==> config.mk <==
export PLATFORM = sky130hd
export DESIGN_NAME = smisp_slave_port
export DESIGN_NICKNAME = d
export VERILOG_FILES = /design/src/shared/smisp_pkg.sv /design/src/design/smisp_slave_port.sv
export SDC_FILE = /design/constraint.sdc
export NUM_CORES = 1
export LEC_CHECK = 0
export BUFFER_PORTS_ARGS = -buffer_cell sky130_fd_sc_hd__buf_4
export CAP_MARGIN = 10
export CORE_MARGIN = 2
export CORE_UTILIZATION = 43
export CTS_CLUSTER_DIAMETER = 80
export DETAILED_ROUTE_END_ITERATION = 10
export PLACE_DENSITY_LB_ADDON = 0.12
export SETUP_SLACK_MARGIN = 0.05
export SKIP_CTS_REPAIR_TIMING = 1
export SYNTH_ARGS = -nofsm -noshare
export SYNTH_HDL_FRONTEND = slang
export SYNTH_SLANG_ARGS = --single-unit
==> constraint.sdc <==
create_clock -name aclk -period 2.8 [get_ports aclk]
set_input_delay 0.56 -clock aclk [delete_from_list [all_inputs] [get_ports aclk]]
set_output_delay 0.56 -clock aclk [all_outputs]
set_load 0.005 [all_outputs]
==> src/shared/smisp_pkg.sv <==
package smisp_pkg;

  // Register byte offsets on the AXI4-Lite slave
  localparam logic [4:0] OFS_DATA = 5'h00;
  localparam logic [4:0] OFS_ADDR = 5'h04;
  localparam logic [4:0] OFS_MODE = 5'h08;
  localparam logic [4:0] OFS_STAT = 5'h0C;

  // Operating mode codes
  localparam logic [2:0] MODE_SPI_M_LAST = 3'h4;
  localparam logic [2:0] MODE_SPI_S      = 3'h5;
  localparam logic [2:0] MODE_I2C        = 3'h6;
  localparam logic [2:0] MODE_OFF        = 3'h7;

  // Debounce lengths in system clocks
  localparam logic [2:0] DEB_NONE = 3'h0;
  localparam logic [2:0] DEB_TWO  = 3'h2;
  localparam logic [2:0] DEB_FOUR = 3'h4;

  // Field positions of mode_enable_control
  localparam int MODE_LSB = 5;
  localparam int DEB_LSB  = 2;
  localparam int EN_BIT   = 1;
  localparam int ICF_BIT  = 0;

  // Field positions of bus_status_control
  localparam int CF_BIT   = 7;
  localparam int MATCH_BIT = 6;
  localparam int BUSY_BIT = 5;
  localparam int TX_BIT   = 4;
  localparam int ACK_SEND_BIT_BIT = 3;
  localparam int RW_BIT   = 2;
  localparam int WU_BIT   = 1;
  localparam int ACK_RECEIVED_FLAG_BIT = 0;

  // Values after reset
  localparam logic [7:0] MODE_RST = 8'hE0;
  localparam logic [7:0] STAT_RST = 8'h81;
  localparam logic [7:0] ADDR_RST = 8'h00;

  // Bit counts of a byte and of a byte plus acknowledge
  localparam logic [3:0] BITS_BYTE = 4'h8;
  localparam logic [3:0] BITS_ACK  = 4'h9;

  localparam logic [1:0] RESP_OKAY   = 2'h0;
  localparam logic [1:0] RESP_SLVERR = 2'h2;

  typedef enum logic [2:0] {ST_IDLE, ST_ADDR, ST_RX, ST_TX, ST_HOLD} smisp_state_type;
  typedef enum logic [2:0] {SEL_NONE, SEL_DATA, SEL_ADDR, SEL_MODE, SEL_STAT} smisp_sel_type;

endpackage

==> src/design/smisp_slave_port.sv <==
module smisp_slave_port #(
  parameter int AXI_ADDR_W = 8
) (
  // Clock and reset
  input  wire logic                  aclk,
  input  wire logic                  aresetn,
  // AXI4-Lite write address and data
  input  wire logic                  awvalid,
  output logic                       awready,
  input  wire logic [AXI_ADDR_W-1:0] awaddr,
  input  wire logic                  wvalid,
  output logic                       wready,
  input  wire logic [31:0]           wdata,
  input  wire logic [3:0]            wstrb,
  // AXI4-Lite write response
  output logic                       bvalid,
  input  wire logic                  bready,
  output logic [1:0]                 bresp,
  // AXI4-Lite read
  input  wire logic                  arvalid,
  output logic                       arready,
  input  wire logic [AXI_ADDR_W-1:0] araddr,
  output logic                       rvalid,
  input  wire logic                  rready,
  output logic [31:0]                rdata,
  output logic [1:0]                 rresp,
  // I2C pins, open drain
  input  wire logic                  scl_in,
  output logic                       scl_out,
  output logic                       scl_oe_n,
  input  wire logic                  sda_in,
  output logic                       sda_out,
  output logic                       sda_oe_n,
  // System side
  input  wire logic                  timeout_event,
  output logic                       i2c_irq,
  output logic                       wake_request,
  output logic                       spi_master_mode,
  output logic                       spi_slave_mode,
  output logic [2:0]                 spi_clk_sel
);

  if (AXI_ADDR_W < 5) begin : g_bad_width
    $error("AXI_ADDR_W must be at least 5");
  end

  function automatic smisp_pkg::smisp_sel_type reg_sel(input logic [AXI_ADDR_W-1:0] a);
    logic [4:0] w;
    w = {a[4:2], 2'b00};
    if ((a >> 5) != '0) reg_sel = smisp_pkg::SEL_NONE;
    else if (w == smisp_pkg::OFS_DATA) reg_sel = smisp_pkg::SEL_DATA;
    else if (w == smisp_pkg::OFS_ADDR) reg_sel = smisp_pkg::SEL_ADDR;
    else if (w == smisp_pkg::OFS_MODE) reg_sel = smisp_pkg::SEL_MODE;
    else if (w == smisp_pkg::OFS_STAT) reg_sel = smisp_pkg::SEL_STAT;
    else reg_sel = smisp_pkg::SEL_NONE;
  endfunction

  // Software state
  logic [2:0] mode_field;
  logic [1:0] debounce_select;
  logic       module_enable;
  logic       spi_incomplete_flag;
  logic [7:0] own_slave_address;
  logic       transmit_select;
  logic       ack_send_bit;
  logic       match_wakeup_enable;
  logic [7:0] serial_data_byte;
  logic       enable_q;
  // Engine state
  smisp_pkg::smisp_state_type st;
  logic [3:0] bit_cnt;
  logic [7:0] shift_in;
  logic [7:0] tx_shift;
  logic       transfer_complete_flag;
  logic       address_match_flag;
  logic       bus_busy_flag;
  logic       master_read_flag;
  logic       ack_received_flag;
  logic       drive_low;
  // Bus side
  logic [AXI_ADDR_W-1:0] aw_addr_q;
  logic [7:0]            w_data_q;
  logic                  w_lane0_q;
  logic                  wr_fire;
  logic                  wr_en;
  smisp_pkg::smisp_sel_type wr_sel;
  smisp_pkg::smisp_sel_type rd_sel;
  logic [7:0]            rd_byte;
  // Line conditioning
  logic [1:0] line_f;
  logic       scl_p;
  logic       sda_p;
  logic [2:0] deb_len;
  logic       active;
  logic       en_rise;
  logic       scl_rise;
  logic       scl_fall;
  logic       start_cond;
  logic       stop_cond;
  logic       release_req;
  logic       rx_end;
  logic       addr_eq;

  assign wr_fire = !awready && !wready && !bvalid;
  assign wr_sel  = reg_sel(aw_addr_q);
  assign rd_sel  = reg_sel(araddr);
  assign wr_en   = wr_fire && w_lane0_q;
  assign active  = module_enable && (mode_field == smisp_pkg::MODE_I2C);
  assign en_rise = active && !enable_q;
  assign addr_eq = shift_in[7:1] == own_slave_address[7:1];

  always_comb begin
    if (debounce_select == 2'h0) deb_len = smisp_pkg::DEB_NONE;
    else if (debounce_select == 2'h1) deb_len = smisp_pkg::DEB_TWO;
    else deb_len = smisp_pkg::DEB_FOUR;
  end

  // Two-stage synchroniser then a stability filter per line; 0 is scl, 1 is sda
  for (genvar i = 0; i < 2; i++) begin : g_line
    logic       s1;
    logic       s2;
    logic       filt;
    logic [2:0] cnt;
    always_ff @(posedge aclk) begin
      if (!aresetn) begin
        s1   <= 1'b1;
        s2   <= 1'b1;
        filt <= 1'b1;
        cnt  <= 3'h0;
      end else begin
        s1 <= (i == 0) ? scl_in : sda_in;
        s2 <= s1;
        if (s2 == filt) begin
          cnt <= 3'h0;
        end else if (cnt >= deb_len || !active) begin
          filt <= s2;
          cnt  <= 3'h0;
        end else begin
          cnt <= cnt + 3'h1;
        end
      end
    end
    assign line_f[i] = filt;
  end

  always_ff @(posedge aclk) begin
    if (!aresetn) begin
      scl_p <= 1'b1;
      sda_p <= 1'b1;
    end else begin
      scl_p <= line_f[0];
      sda_p <= line_f[1];
    end
  end

  assign scl_rise   = line_f[0] && !scl_p;
  assign scl_fall   = !line_f[0] && scl_p;
  assign start_cond = line_f[0] && scl_p && sda_p && !line_f[1];
  assign stop_cond  = line_f[0] && scl_p && !sda_p && line_f[1];
  assign release_req = (st == smisp_pkg::ST_HOLD) && (
      (wr_en && wr_sel == smisp_pkg::SEL_DATA && transmit_select) ||
      (arvalid && arready && rd_sel == smisp_pkg::SEL_DATA && !transmit_select));
  assign rx_end = active && !en_rise && !timeout_event && !start_cond && !stop_cond &&
                  st == smisp_pkg::ST_RX && scl_fall && bit_cnt == smisp_pkg::BITS_BYTE;

  // Write channels; address and data taken in either order
  always_ff @(posedge aclk) begin
    if (!aresetn) begin
      awready   <= 1'b1;
      wready    <= 1'b1;
      bvalid    <= 1'b0;
      bresp     <= smisp_pkg::RESP_OKAY;
      aw_addr_q <= '0;
      w_data_q  <= 8'h00;
      w_lane0_q <= 1'b0;
    end else begin
      if (awvalid && awready) begin
        awready   <= 1'b0;
        aw_addr_q <= awaddr;
      end
      if (wvalid && wready) begin
        wready    <= 1'b0;
        w_data_q  <= wdata[7:0];
        w_lane0_q <= wstrb[0];
      end
      if (wr_fire) begin
        bvalid <= 1'b1;
        bresp  <= (wr_sel == smisp_pkg::SEL_NONE) ? smisp_pkg::RESP_SLVERR
                                                  : smisp_pkg::RESP_OKAY;
      end else if (bvalid && bready) begin
        bvalid  <= 1'b0;
        awready <= 1'b1;
        wready  <= 1'b1;
      end
    end
  end

  always_comb begin
    if (rd_sel == smisp_pkg::SEL_DATA) rd_byte = serial_data_byte;
    else if (rd_sel == smisp_pkg::SEL_ADDR) rd_byte = own_slave_address;
    else if (rd_sel == smisp_pkg::SEL_MODE) rd_byte = {mode_field, 1'b0, debounce_select,
                                                       module_enable, spi_incomplete_flag};
    else if (rd_sel == smisp_pkg::SEL_STAT) rd_byte = {transfer_complete_flag,
        address_match_flag, bus_busy_flag, transmit_select, ack_send_bit,
        master_read_flag, match_wakeup_enable, ack_received_flag};
    else rd_byte = 8'h00;
  end

  always_ff @(posedge aclk) begin
    if (!aresetn) begin
      arready <= 1'b1;
      rvalid  <= 1'b0;
      rdata   <= 32'h00000000;
      rresp   <= smisp_pkg::RESP_OKAY;
    end else if (arvalid && arready) begin
      arready <= 1'b0;
      rvalid  <= 1'b1;
      rdata   <= {24'h000000, rd_byte};
      rresp   <= (rd_sel == smisp_pkg::SEL_NONE) ? smisp_pkg::RESP_SLVERR
                                                 : smisp_pkg::RESP_OKAY;
    end else if (rvalid && rready) begin
      rvalid  <= 1'b0;
      arready <= 1'b1;
    end
  end

  // Control registers; none is touched by an enable rise
  always_ff @(posedge aclk) begin
    if (!aresetn) begin
      mode_field          <= smisp_pkg::MODE_RST[smisp_pkg::MODE_LSB +: 3];
      debounce_select     <= smisp_pkg::MODE_RST[smisp_pkg::DEB_LSB +: 2];
      module_enable       <= smisp_pkg::MODE_RST[smisp_pkg::EN_BIT];
      spi_incomplete_flag <= smisp_pkg::MODE_RST[smisp_pkg::ICF_BIT];
      own_slave_address   <= smisp_pkg::ADDR_RST;
      transmit_select     <= smisp_pkg::STAT_RST[smisp_pkg::TX_BIT];
      ack_send_bit        <= smisp_pkg::STAT_RST[smisp_pkg::ACK_SEND_BIT_BIT];
      match_wakeup_enable <= smisp_pkg::STAT_RST[smisp_pkg::WU_BIT];
      enable_q            <= 1'b0;
    end else begin
      enable_q <= active;
      if (wr_en && wr_sel == smisp_pkg::SEL_ADDR) begin
        own_slave_address <= w_data_q;
      end
      if (wr_en && wr_sel == smisp_pkg::SEL_MODE) begin
        mode_field          <= w_data_q[smisp_pkg::MODE_LSB +: 3];
        debounce_select     <= w_data_q[smisp_pkg::DEB_LSB +: 2];
        module_enable       <= w_data_q[smisp_pkg::EN_BIT];
        spi_incomplete_flag <= w_data_q[smisp_pkg::ICF_BIT];
      end
      // Time-out returns the whole status register to its reset state
      if (active && timeout_event) begin
        transmit_select     <= smisp_pkg::STAT_RST[smisp_pkg::TX_BIT];
        ack_send_bit        <= smisp_pkg::STAT_RST[smisp_pkg::ACK_SEND_BIT_BIT];
        match_wakeup_enable <= smisp_pkg::STAT_RST[smisp_pkg::WU_BIT];
      end else if (wr_en && wr_sel == smisp_pkg::SEL_STAT) begin
        transmit_select     <= w_data_q[smisp_pkg::TX_BIT];
        ack_send_bit        <= w_data_q[smisp_pkg::ACK_SEND_BIT_BIT];
        match_wakeup_enable <= w_data_q[smisp_pkg::WU_BIT];
      end
    end
  end

  // Data register has no reset on purpose: its content is undefined until used
  always_ff @(posedge aclk) begin
    if (wr_en && wr_sel == smisp_pkg::SEL_DATA) begin
      serial_data_byte <= w_data_q;
    end else if (rx_end) begin
      serial_data_byte <= shift_in;
    end
  end

  always_ff @(posedge aclk) begin
    if (!aresetn) begin
      spi_master_mode <= 1'b0;
      spi_slave_mode  <= 1'b0;
      spi_clk_sel     <= 3'h0;
      drive_low       <= 1'b0;
    end else begin
      spi_master_mode <= module_enable && mode_field <= smisp_pkg::MODE_SPI_M_LAST;
      spi_slave_mode  <= module_enable && mode_field == smisp_pkg::MODE_SPI_S;
      spi_clk_sel     <= (mode_field <= smisp_pkg::MODE_SPI_M_LAST) ? mode_field
                                                                    : 3'h0;
      drive_low       <= 1'b0;
    end
  end

  assign scl_out = drive_low;
  assign sda_out = drive_low;

  // I2C slave engine
  always_ff @(posedge aclk) begin
    if (!aresetn) begin
      st                     <= smisp_pkg::ST_IDLE;
      bit_cnt                <= 4'h0;
      shift_in               <= 8'h00;
      tx_shift               <= 8'h00;
      transfer_complete_flag <= smisp_pkg::STAT_RST[smisp_pkg::CF_BIT];
      address_match_flag     <= smisp_pkg::STAT_RST[smisp_pkg::MATCH_BIT];
      bus_busy_flag          <= smisp_pkg::STAT_RST[smisp_pkg::BUSY_BIT];
      master_read_flag       <= smisp_pkg::STAT_RST[smisp_pkg::RW_BIT];
      ack_received_flag      <= smisp_pkg::STAT_RST[smisp_pkg::ACK_RECEIVED_FLAG_BIT];
      scl_oe_n               <= 1'b1;
      sda_oe_n               <= 1'b1;
      i2c_irq                <= 1'b0;
      wake_request           <= 1'b0;
    end else begin
      i2c_irq      <= 1'b0;
      wake_request <= 1'b0;
      if (!active) begin
        st       <= smisp_pkg::ST_IDLE;
        scl_oe_n <= 1'b1;
        sda_oe_n <= 1'b1;
      end else if (en_rise || timeout_event) begin
        st                     <= smisp_pkg::ST_IDLE;
        transfer_complete_flag <= smisp_pkg::STAT_RST[smisp_pkg::CF_BIT];
        address_match_flag     <= smisp_pkg::STAT_RST[smisp_pkg::MATCH_BIT];
        bus_busy_flag          <= smisp_pkg::STAT_RST[smisp_pkg::BUSY_BIT];
        master_read_flag       <= smisp_pkg::STAT_RST[smisp_pkg::RW_BIT];
        ack_received_flag      <= smisp_pkg::STAT_RST[smisp_pkg::ACK_RECEIVED_FLAG_BIT];
        scl_oe_n               <= 1'b1;
        sda_oe_n               <= 1'b1;
        i2c_irq                <= timeout_event;
      end else if (start_cond) begin
        bus_busy_flag          <= 1'b1;
        st                     <= smisp_pkg::ST_ADDR;
        bit_cnt                <= 4'h0;
        transfer_complete_flag <= 1'b0;
        address_match_flag     <= 1'b0;
        scl_oe_n               <= 1'b1;
        sda_oe_n               <= 1'b1;
      end else if (stop_cond) begin
        bus_busy_flag      <= 1'b0;
        address_match_flag <= 1'b0;
        st                 <= smisp_pkg::ST_IDLE;
        scl_oe_n           <= 1'b1;
        sda_oe_n           <= 1'b1;
      end else if (st == smisp_pkg::ST_HOLD) begin
        // Clock stays low until software writes the data register when transmitting or reads it when receiving
        if (release_req) begin
          scl_oe_n               <= 1'b1;
          bit_cnt                <= 4'h0;
          transfer_complete_flag <= 1'b0;
          if (transmit_select) begin
            st       <= smisp_pkg::ST_TX;
            tx_shift <= w_data_q;
            sda_oe_n <= w_data_q[7];
          end else begin
            st <= smisp_pkg::ST_RX;
          end
        end
      end else if (scl_rise) begin
        if (st == smisp_pkg::ST_ADDR || st == smisp_pkg::ST_RX) begin
          if (bit_cnt < smisp_pkg::BITS_BYTE) begin
            shift_in <= {shift_in[6:0], line_f[1]};
          end
          if (bit_cnt < smisp_pkg::BITS_ACK) bit_cnt <= bit_cnt + 4'h1;
        end else if (st == smisp_pkg::ST_TX) begin
          if (bit_cnt == smisp_pkg::BITS_BYTE) ack_received_flag <= line_f[1];
          if (bit_cnt < smisp_pkg::BITS_ACK) bit_cnt <= bit_cnt + 4'h1;
        end
      end else if (scl_fall) begin
        if (st == smisp_pkg::ST_ADDR && bit_cnt == smisp_pkg::BITS_BYTE) begin
          if (addr_eq) begin
            address_match_flag     <= 1'b1;
            master_read_flag       <= shift_in[0];
            transfer_complete_flag <= 1'b1;
            sda_oe_n               <= 1'b0;
            i2c_irq                <= 1'b1;
            wake_request           <= match_wakeup_enable;
          end else begin
            st <= smisp_pkg::ST_IDLE;
          end
        end else if (st == smisp_pkg::ST_RX && bit_cnt == smisp_pkg::BITS_BYTE) begin
          transfer_complete_flag <= 1'b1;
          sda_oe_n               <= ack_send_bit;
          i2c_irq                <= 1'b1;
        end else if (st == smisp_pkg::ST_TX && bit_cnt == smisp_pkg::BITS_BYTE) begin
          transfer_complete_flag <= 1'b1;
          sda_oe_n               <= 1'b1;
          i2c_irq                <= 1'b1;
        end else if (st == smisp_pkg::ST_TX && bit_cnt == smisp_pkg::BITS_ACK) begin
          // No acknowledge from the master: data line stays free for its STOP
          if (!ack_received_flag) begin
            scl_oe_n <= 1'b0;
            st       <= smisp_pkg::ST_HOLD;
          end else begin
            st <= smisp_pkg::ST_IDLE;
          end
        end else if (st == smisp_pkg::ST_TX && bit_cnt != 4'h0) begin
          tx_shift <= {tx_shift[6:0], 1'b0};
          sda_oe_n <= tx_shift[6];
        end else if (bit_cnt == smisp_pkg::BITS_ACK &&
                     (st == smisp_pkg::ST_ADDR || st == smisp_pkg::ST_RX)) begin
          sda_oe_n <= 1'b1;
          scl_oe_n <= 1'b0;
          st       <= smisp_pkg::ST_HOLD;
        end
      end
    end
  end

  chk_mode_reset: assert property (@(posedge aclk) disable iff (!aresetn)
    $rose(aresetn) |-> mode_field == smisp_pkg::MODE_OFF)
    else $error("mode field not off after reset");

  chk_bit4_zero: assert property (@(posedge aclk) disable iff (!aresetn)
    arvalid && arready && rd_sel == smisp_pkg::SEL_MODE |=> !rdata[4])
    else $error("mode register bit 4 read as one");

  chk_disable_release: assert property (@(posedge aclk) disable iff (!aresetn)
    !module_enable |=> scl_oe_n && sda_oe_n)
    else $error("pins driven while disabled");

  chk_enable_defaults: assert property (@(posedge aclk) disable iff (!aresetn)
    en_rise |=> transfer_complete_flag && !address_match_flag && !bus_busy_flag &&
                !master_read_flag && ack_received_flag)
    else $error("flags not defaulted on enable");

  chk_busy_start: assert property (@(posedge aclk) disable iff (!aresetn)
    active && !en_rise && !timeout_event && start_cond |=> bus_busy_flag)
    else $error("busy not set on start");

  chk_busy_stop: assert property (@(posedge aclk) disable iff (!aresetn)
    active && !en_rise && !timeout_event && !start_cond && stop_cond |=> !bus_busy_flag)
    else $error("busy not cleared on stop");

  chk_match_compare: assert property (@(posedge aclk) disable iff (!aresetn)
    $rose(address_match_flag) |-> $past(addr_eq) && i2c_irq)
    else $error("match without equal address or interrupt");

  chk_match_ack: assert property (@(posedge aclk) disable iff (!aresetn)
    $rose(address_match_flag) |-> !sda_oe_n)
    else $error("no acknowledge driven on match");

  chk_ack_send_bit_drive: assert property (@(posedge aclk) disable iff (!aresetn)
    rx_end |=> sda_oe_n == $past(ack_send_bit) && transfer_complete_flag)
    else $error("ack-send bit not driven after byte");

  chk_hold_scl: assert property (@(posedge aclk) disable iff (!aresetn)
    st == smisp_pkg::ST_HOLD ##1 st == smisp_pkg::ST_HOLD |-> !scl_oe_n)
    else $error("clock not held low while waiting");

endmodule

==> metrics.cfg <==
[die]
rows = 39
die_y_um = 113
die_w_um = 113
die_area_um2 = 12700
initial_core_util_pct = 44.3
io_pins = 114
coreArea_um2 = 11500

[finish]
fin_util_pct = 50.7
final_nets = 695
register_area_um2 = 2220
n_antenna_cell = 0
multi_input_area_um2 = 2570
n_fill_cell = 1107
area_growth_pct = 14.3
drive_gt1_share_pct = 16.2

[synth]
yosysTopAreaCell = dfxtp_1
yosysTopAreaCellShare_pct = 39.0
netlist_instances = 576
synth-async-reset-ratio_pct = 0
ys_seq_area_share_pct = 43.7
synth.area.top_cells = dfxtp_1 (39%), mux2i_1 (6.7%), edfxtp_1 (4.7%)
ys_ff_latch = 107
ys_warn_count = 0
synth.cell_area_um2 = 5080
synth_area_per_cell_um2 = 8.83
synth_edf_count = 8
synth_cell_types = 67
synth_ff_type = dfxtp_1

[clocking]
htree_num_levels = 3
cts_tree = built
clk_pin_slew_ns = 0.07
clockBufferDepth = 2
insertion_delay_ns = 0.35
cts-root-buf = clkbuf_16
cts.sink_count = 107
numCtsBuffers = 9

[grt]
antenna_found_initial = 0
grt_max_degree = 30
first_global_vias = 3898
grt_overflow = 0
grt_pass1_wl_mm = 19.4
grt_util_all_layers_pct = 19.0

[drt]
drcViolationCount = 0
finalWirelength_mm = 11.7
wire_per_inst_um = 15.2
final_antenna_net_count = 0
drt_iter0_drc = 288
vias = 4046
drt_first_pass_iters = 5
viasPerCell = 5.24

[sta]
period_needed_ns = 2.27
finalHoldViolCount = 0
timing.slew.headroom_pct = 58.1
fin_tns_setup_ns = 0
fin_crit_sh_pct = 81.0
tightest_slew_ns = 0.612
finClkSkew_ns = 0.0138
fin_ws_ns = 0.531
slew_violations = 0
setup_viol_count_final = 0
fmax_mhz = 441
grt_setup_unrepaired = false

[pwr]
ir_worst_vdd_uv = 307
p_leak_nw = 2.45
p_per_area_nw_per_um2 = 514

[setup_path]
critical_path_required_ns = 3.07
path_cells = inv_1 > ha_1 > and4bb_2 > nand2_2 > or4_4 > or4_1 > a31oi_1
ff2ff_path_depth = 7
critPathBufInv = 1
critPathKind = reg -> reg
critPathSlowestCell = or4_4
start_kind = flip-flop
crit_cells = 7
cp.arrival_ns = 2.54
critical_path.endpoint_type = flip-flop
slowest_delay_ns = 0.56
ff2ff_setup_slack_ns = 0.53
cpLargestDelayFamily = simple AND/OR/NAND/NOR gates
path_max_fanout = 5

[worst_hold_path]
min_path_cells = 1
min_path_type = reg -> reg

[place]
dp_hpwl_mm = 8.59
place_congestion = 0.854
port_buffers = 54
dp_slack_ns = 0.517

[run]
max_cap_viol_count = 0

[run_status]
status = finished, final reports clean

==> registers in the layout, summed over array words and instances, names as in the netlist, 3 cells and up <==
name and cells:
bit_cnt 4, serial_data_byte 8, tx_shift 7, rdata 8, own_slave_address 8, spi_clk_sel 3, w_data_q 8, st 3
shift_in 8, mode_field 3, g_line.cnt 6, aw_addr_q 6
==> worst reg2reg max path, stage by stage (launching register included) <==
cell,delay [ns]
dfxtp_1,0.34
inv_1,0.09
ha_1,0.20
and4bb_2,0.32
nand2_2,0.08
or4_4,0.56
or4_1,0.48
a31oi_1,0.14
==> area by class of cell <==
cell class                      count  area share (%)
Tap cell                          143            3.08
Timing Repair Buffer               64            8.26
Clock buffer                       12            4.41
Inverter                           21            1.36
Sequential cell                   107            38.2
Clock inverter                      4           0.538
Multi-Input combinational cell    421            44.1
==> Yosys cell counts, types with 4 or more instances <==
| master | count |
|---|---|
| dfxtp_1 | 99 |
| nor2_1 | 61 |
| nand2_1 | 58 |
| a21oi_1 | 41 |
| nand3_1 | 36 |
| mux2i_1 | 34 |
| buf_4 | 28 |
| clkbuf_1 | 22 |
| inv_1 | 20 |
| o21ai_0 | 20 |
| nand2b_1 | 15 |
| ha_1 | 9 |
| mux2_2 | 9 |
| nor3_1 | 9 |
| xnor2_1 | 9 |
| edfxtp_1 | 8 |
| a2111oi_0 | 7 |
| a211oi_1 | 6 |
| a21o_1 | 5 |
| nor2b_1 | 5 |
| o21a_1 | 5 |
| a31oi_1 | 4 |
| nand4_1 | 4 |
==> cells in the final DEF, fill, tap and decap left out, types with 5 or more instances in the layout <==
master,n
o21ai_0,20
nor2b_1,5
a21oi_1,41
a2111oi_0,7
nor2_1,61
ha_1,9
a211oi_1,6
clkbuf_16,9
mux2_2,9
conb_1,28
mux2i_1,34
inv_1,20
edfxtp_1,8
a21o_1,5
dfxtp_1,99
xnor2_1,9
nor3_1,9
o21a_1,5
nand2_1,58
buf_4,64
nand3_1,36
nand2b_1,15
==> cells by family (layout without fill, tap and decap cells) <==
group | Yosys count | in the layout | share of synthesized area (%)
AND/OR/NAND/NOR | 225 | 225 | 22.5
AO/OA/AOI/OAI | 104 | 104 | 12.9
adder cells (fa/ha/maj) | 9 | 9 | 2.21
other | 1 | 28 | 0.0737
flip-flops | 107 | 107 | 43.7
buffers and inverters | 75 | 101 | 7.82
XOR/XNOR | 12 | 12 | 2.07
multiplexers | 43 | 43 | 8.69
==> report_power, final <==
part	switching (mW)	total, mW	leakage (nW)	internal (mW)
Combinational	0.0967	0.169	1.41	0.0721
Clock	0.564	1.22	0.144	0.660
Sequential	0.0352	1.60	0.896	1.56
==> metal layers <==
metal / global-route usage, % / up-vias / share of wire [%]
met5: 0 / - / 0
met4: 6.50 / 0 / 1.3
met3: 3.43 / 9 / 4.3
met2: 30.8 / 106 / 46
met1: 25.8 / 1882 / 48
li1: - / 2049 / -
==> final timing paths <==
path	startpoint	end
worst max register to register	bit_cnt[0]$_SDFFE_PN0P_	master_read_flag$_SDFFE_PN0P_
worst max-delay path	bit_cnt[0]$_SDFFE_PN0P_	master_read_flag$_SDFFE_PN0P_
worst min-delay path	g_line[1].s1$_SDFF_PN1_	g_line[1].s2$_SDFF_PN1_
worst min register to register	g_line[1].s1$_SDFF_PN1_	g_line[1].s2$_SDFF_PN1_
==> per-stage QoR <==
| step | instance area [um2] | power (mW) | hold WS (ns) | instances |
|---|---|---|---|---|
| floorplan | 5190 | 1.75 | 0.386 | 603 |
| finish | 5810 | 2.99 | 0.410 | 772 |
| global placement | 5530 | 1.80 | 0.400 | 756 |
| global route | 5810 | 3.11 | 0.424 | 772 |
| CTS | 5810 | 3.02 | 0.407 | 772 |
| detailed placement | 5530 | 1.80 | 0.398 | 756 |
No activity file was read; power rests on OpenSTA's default activity.
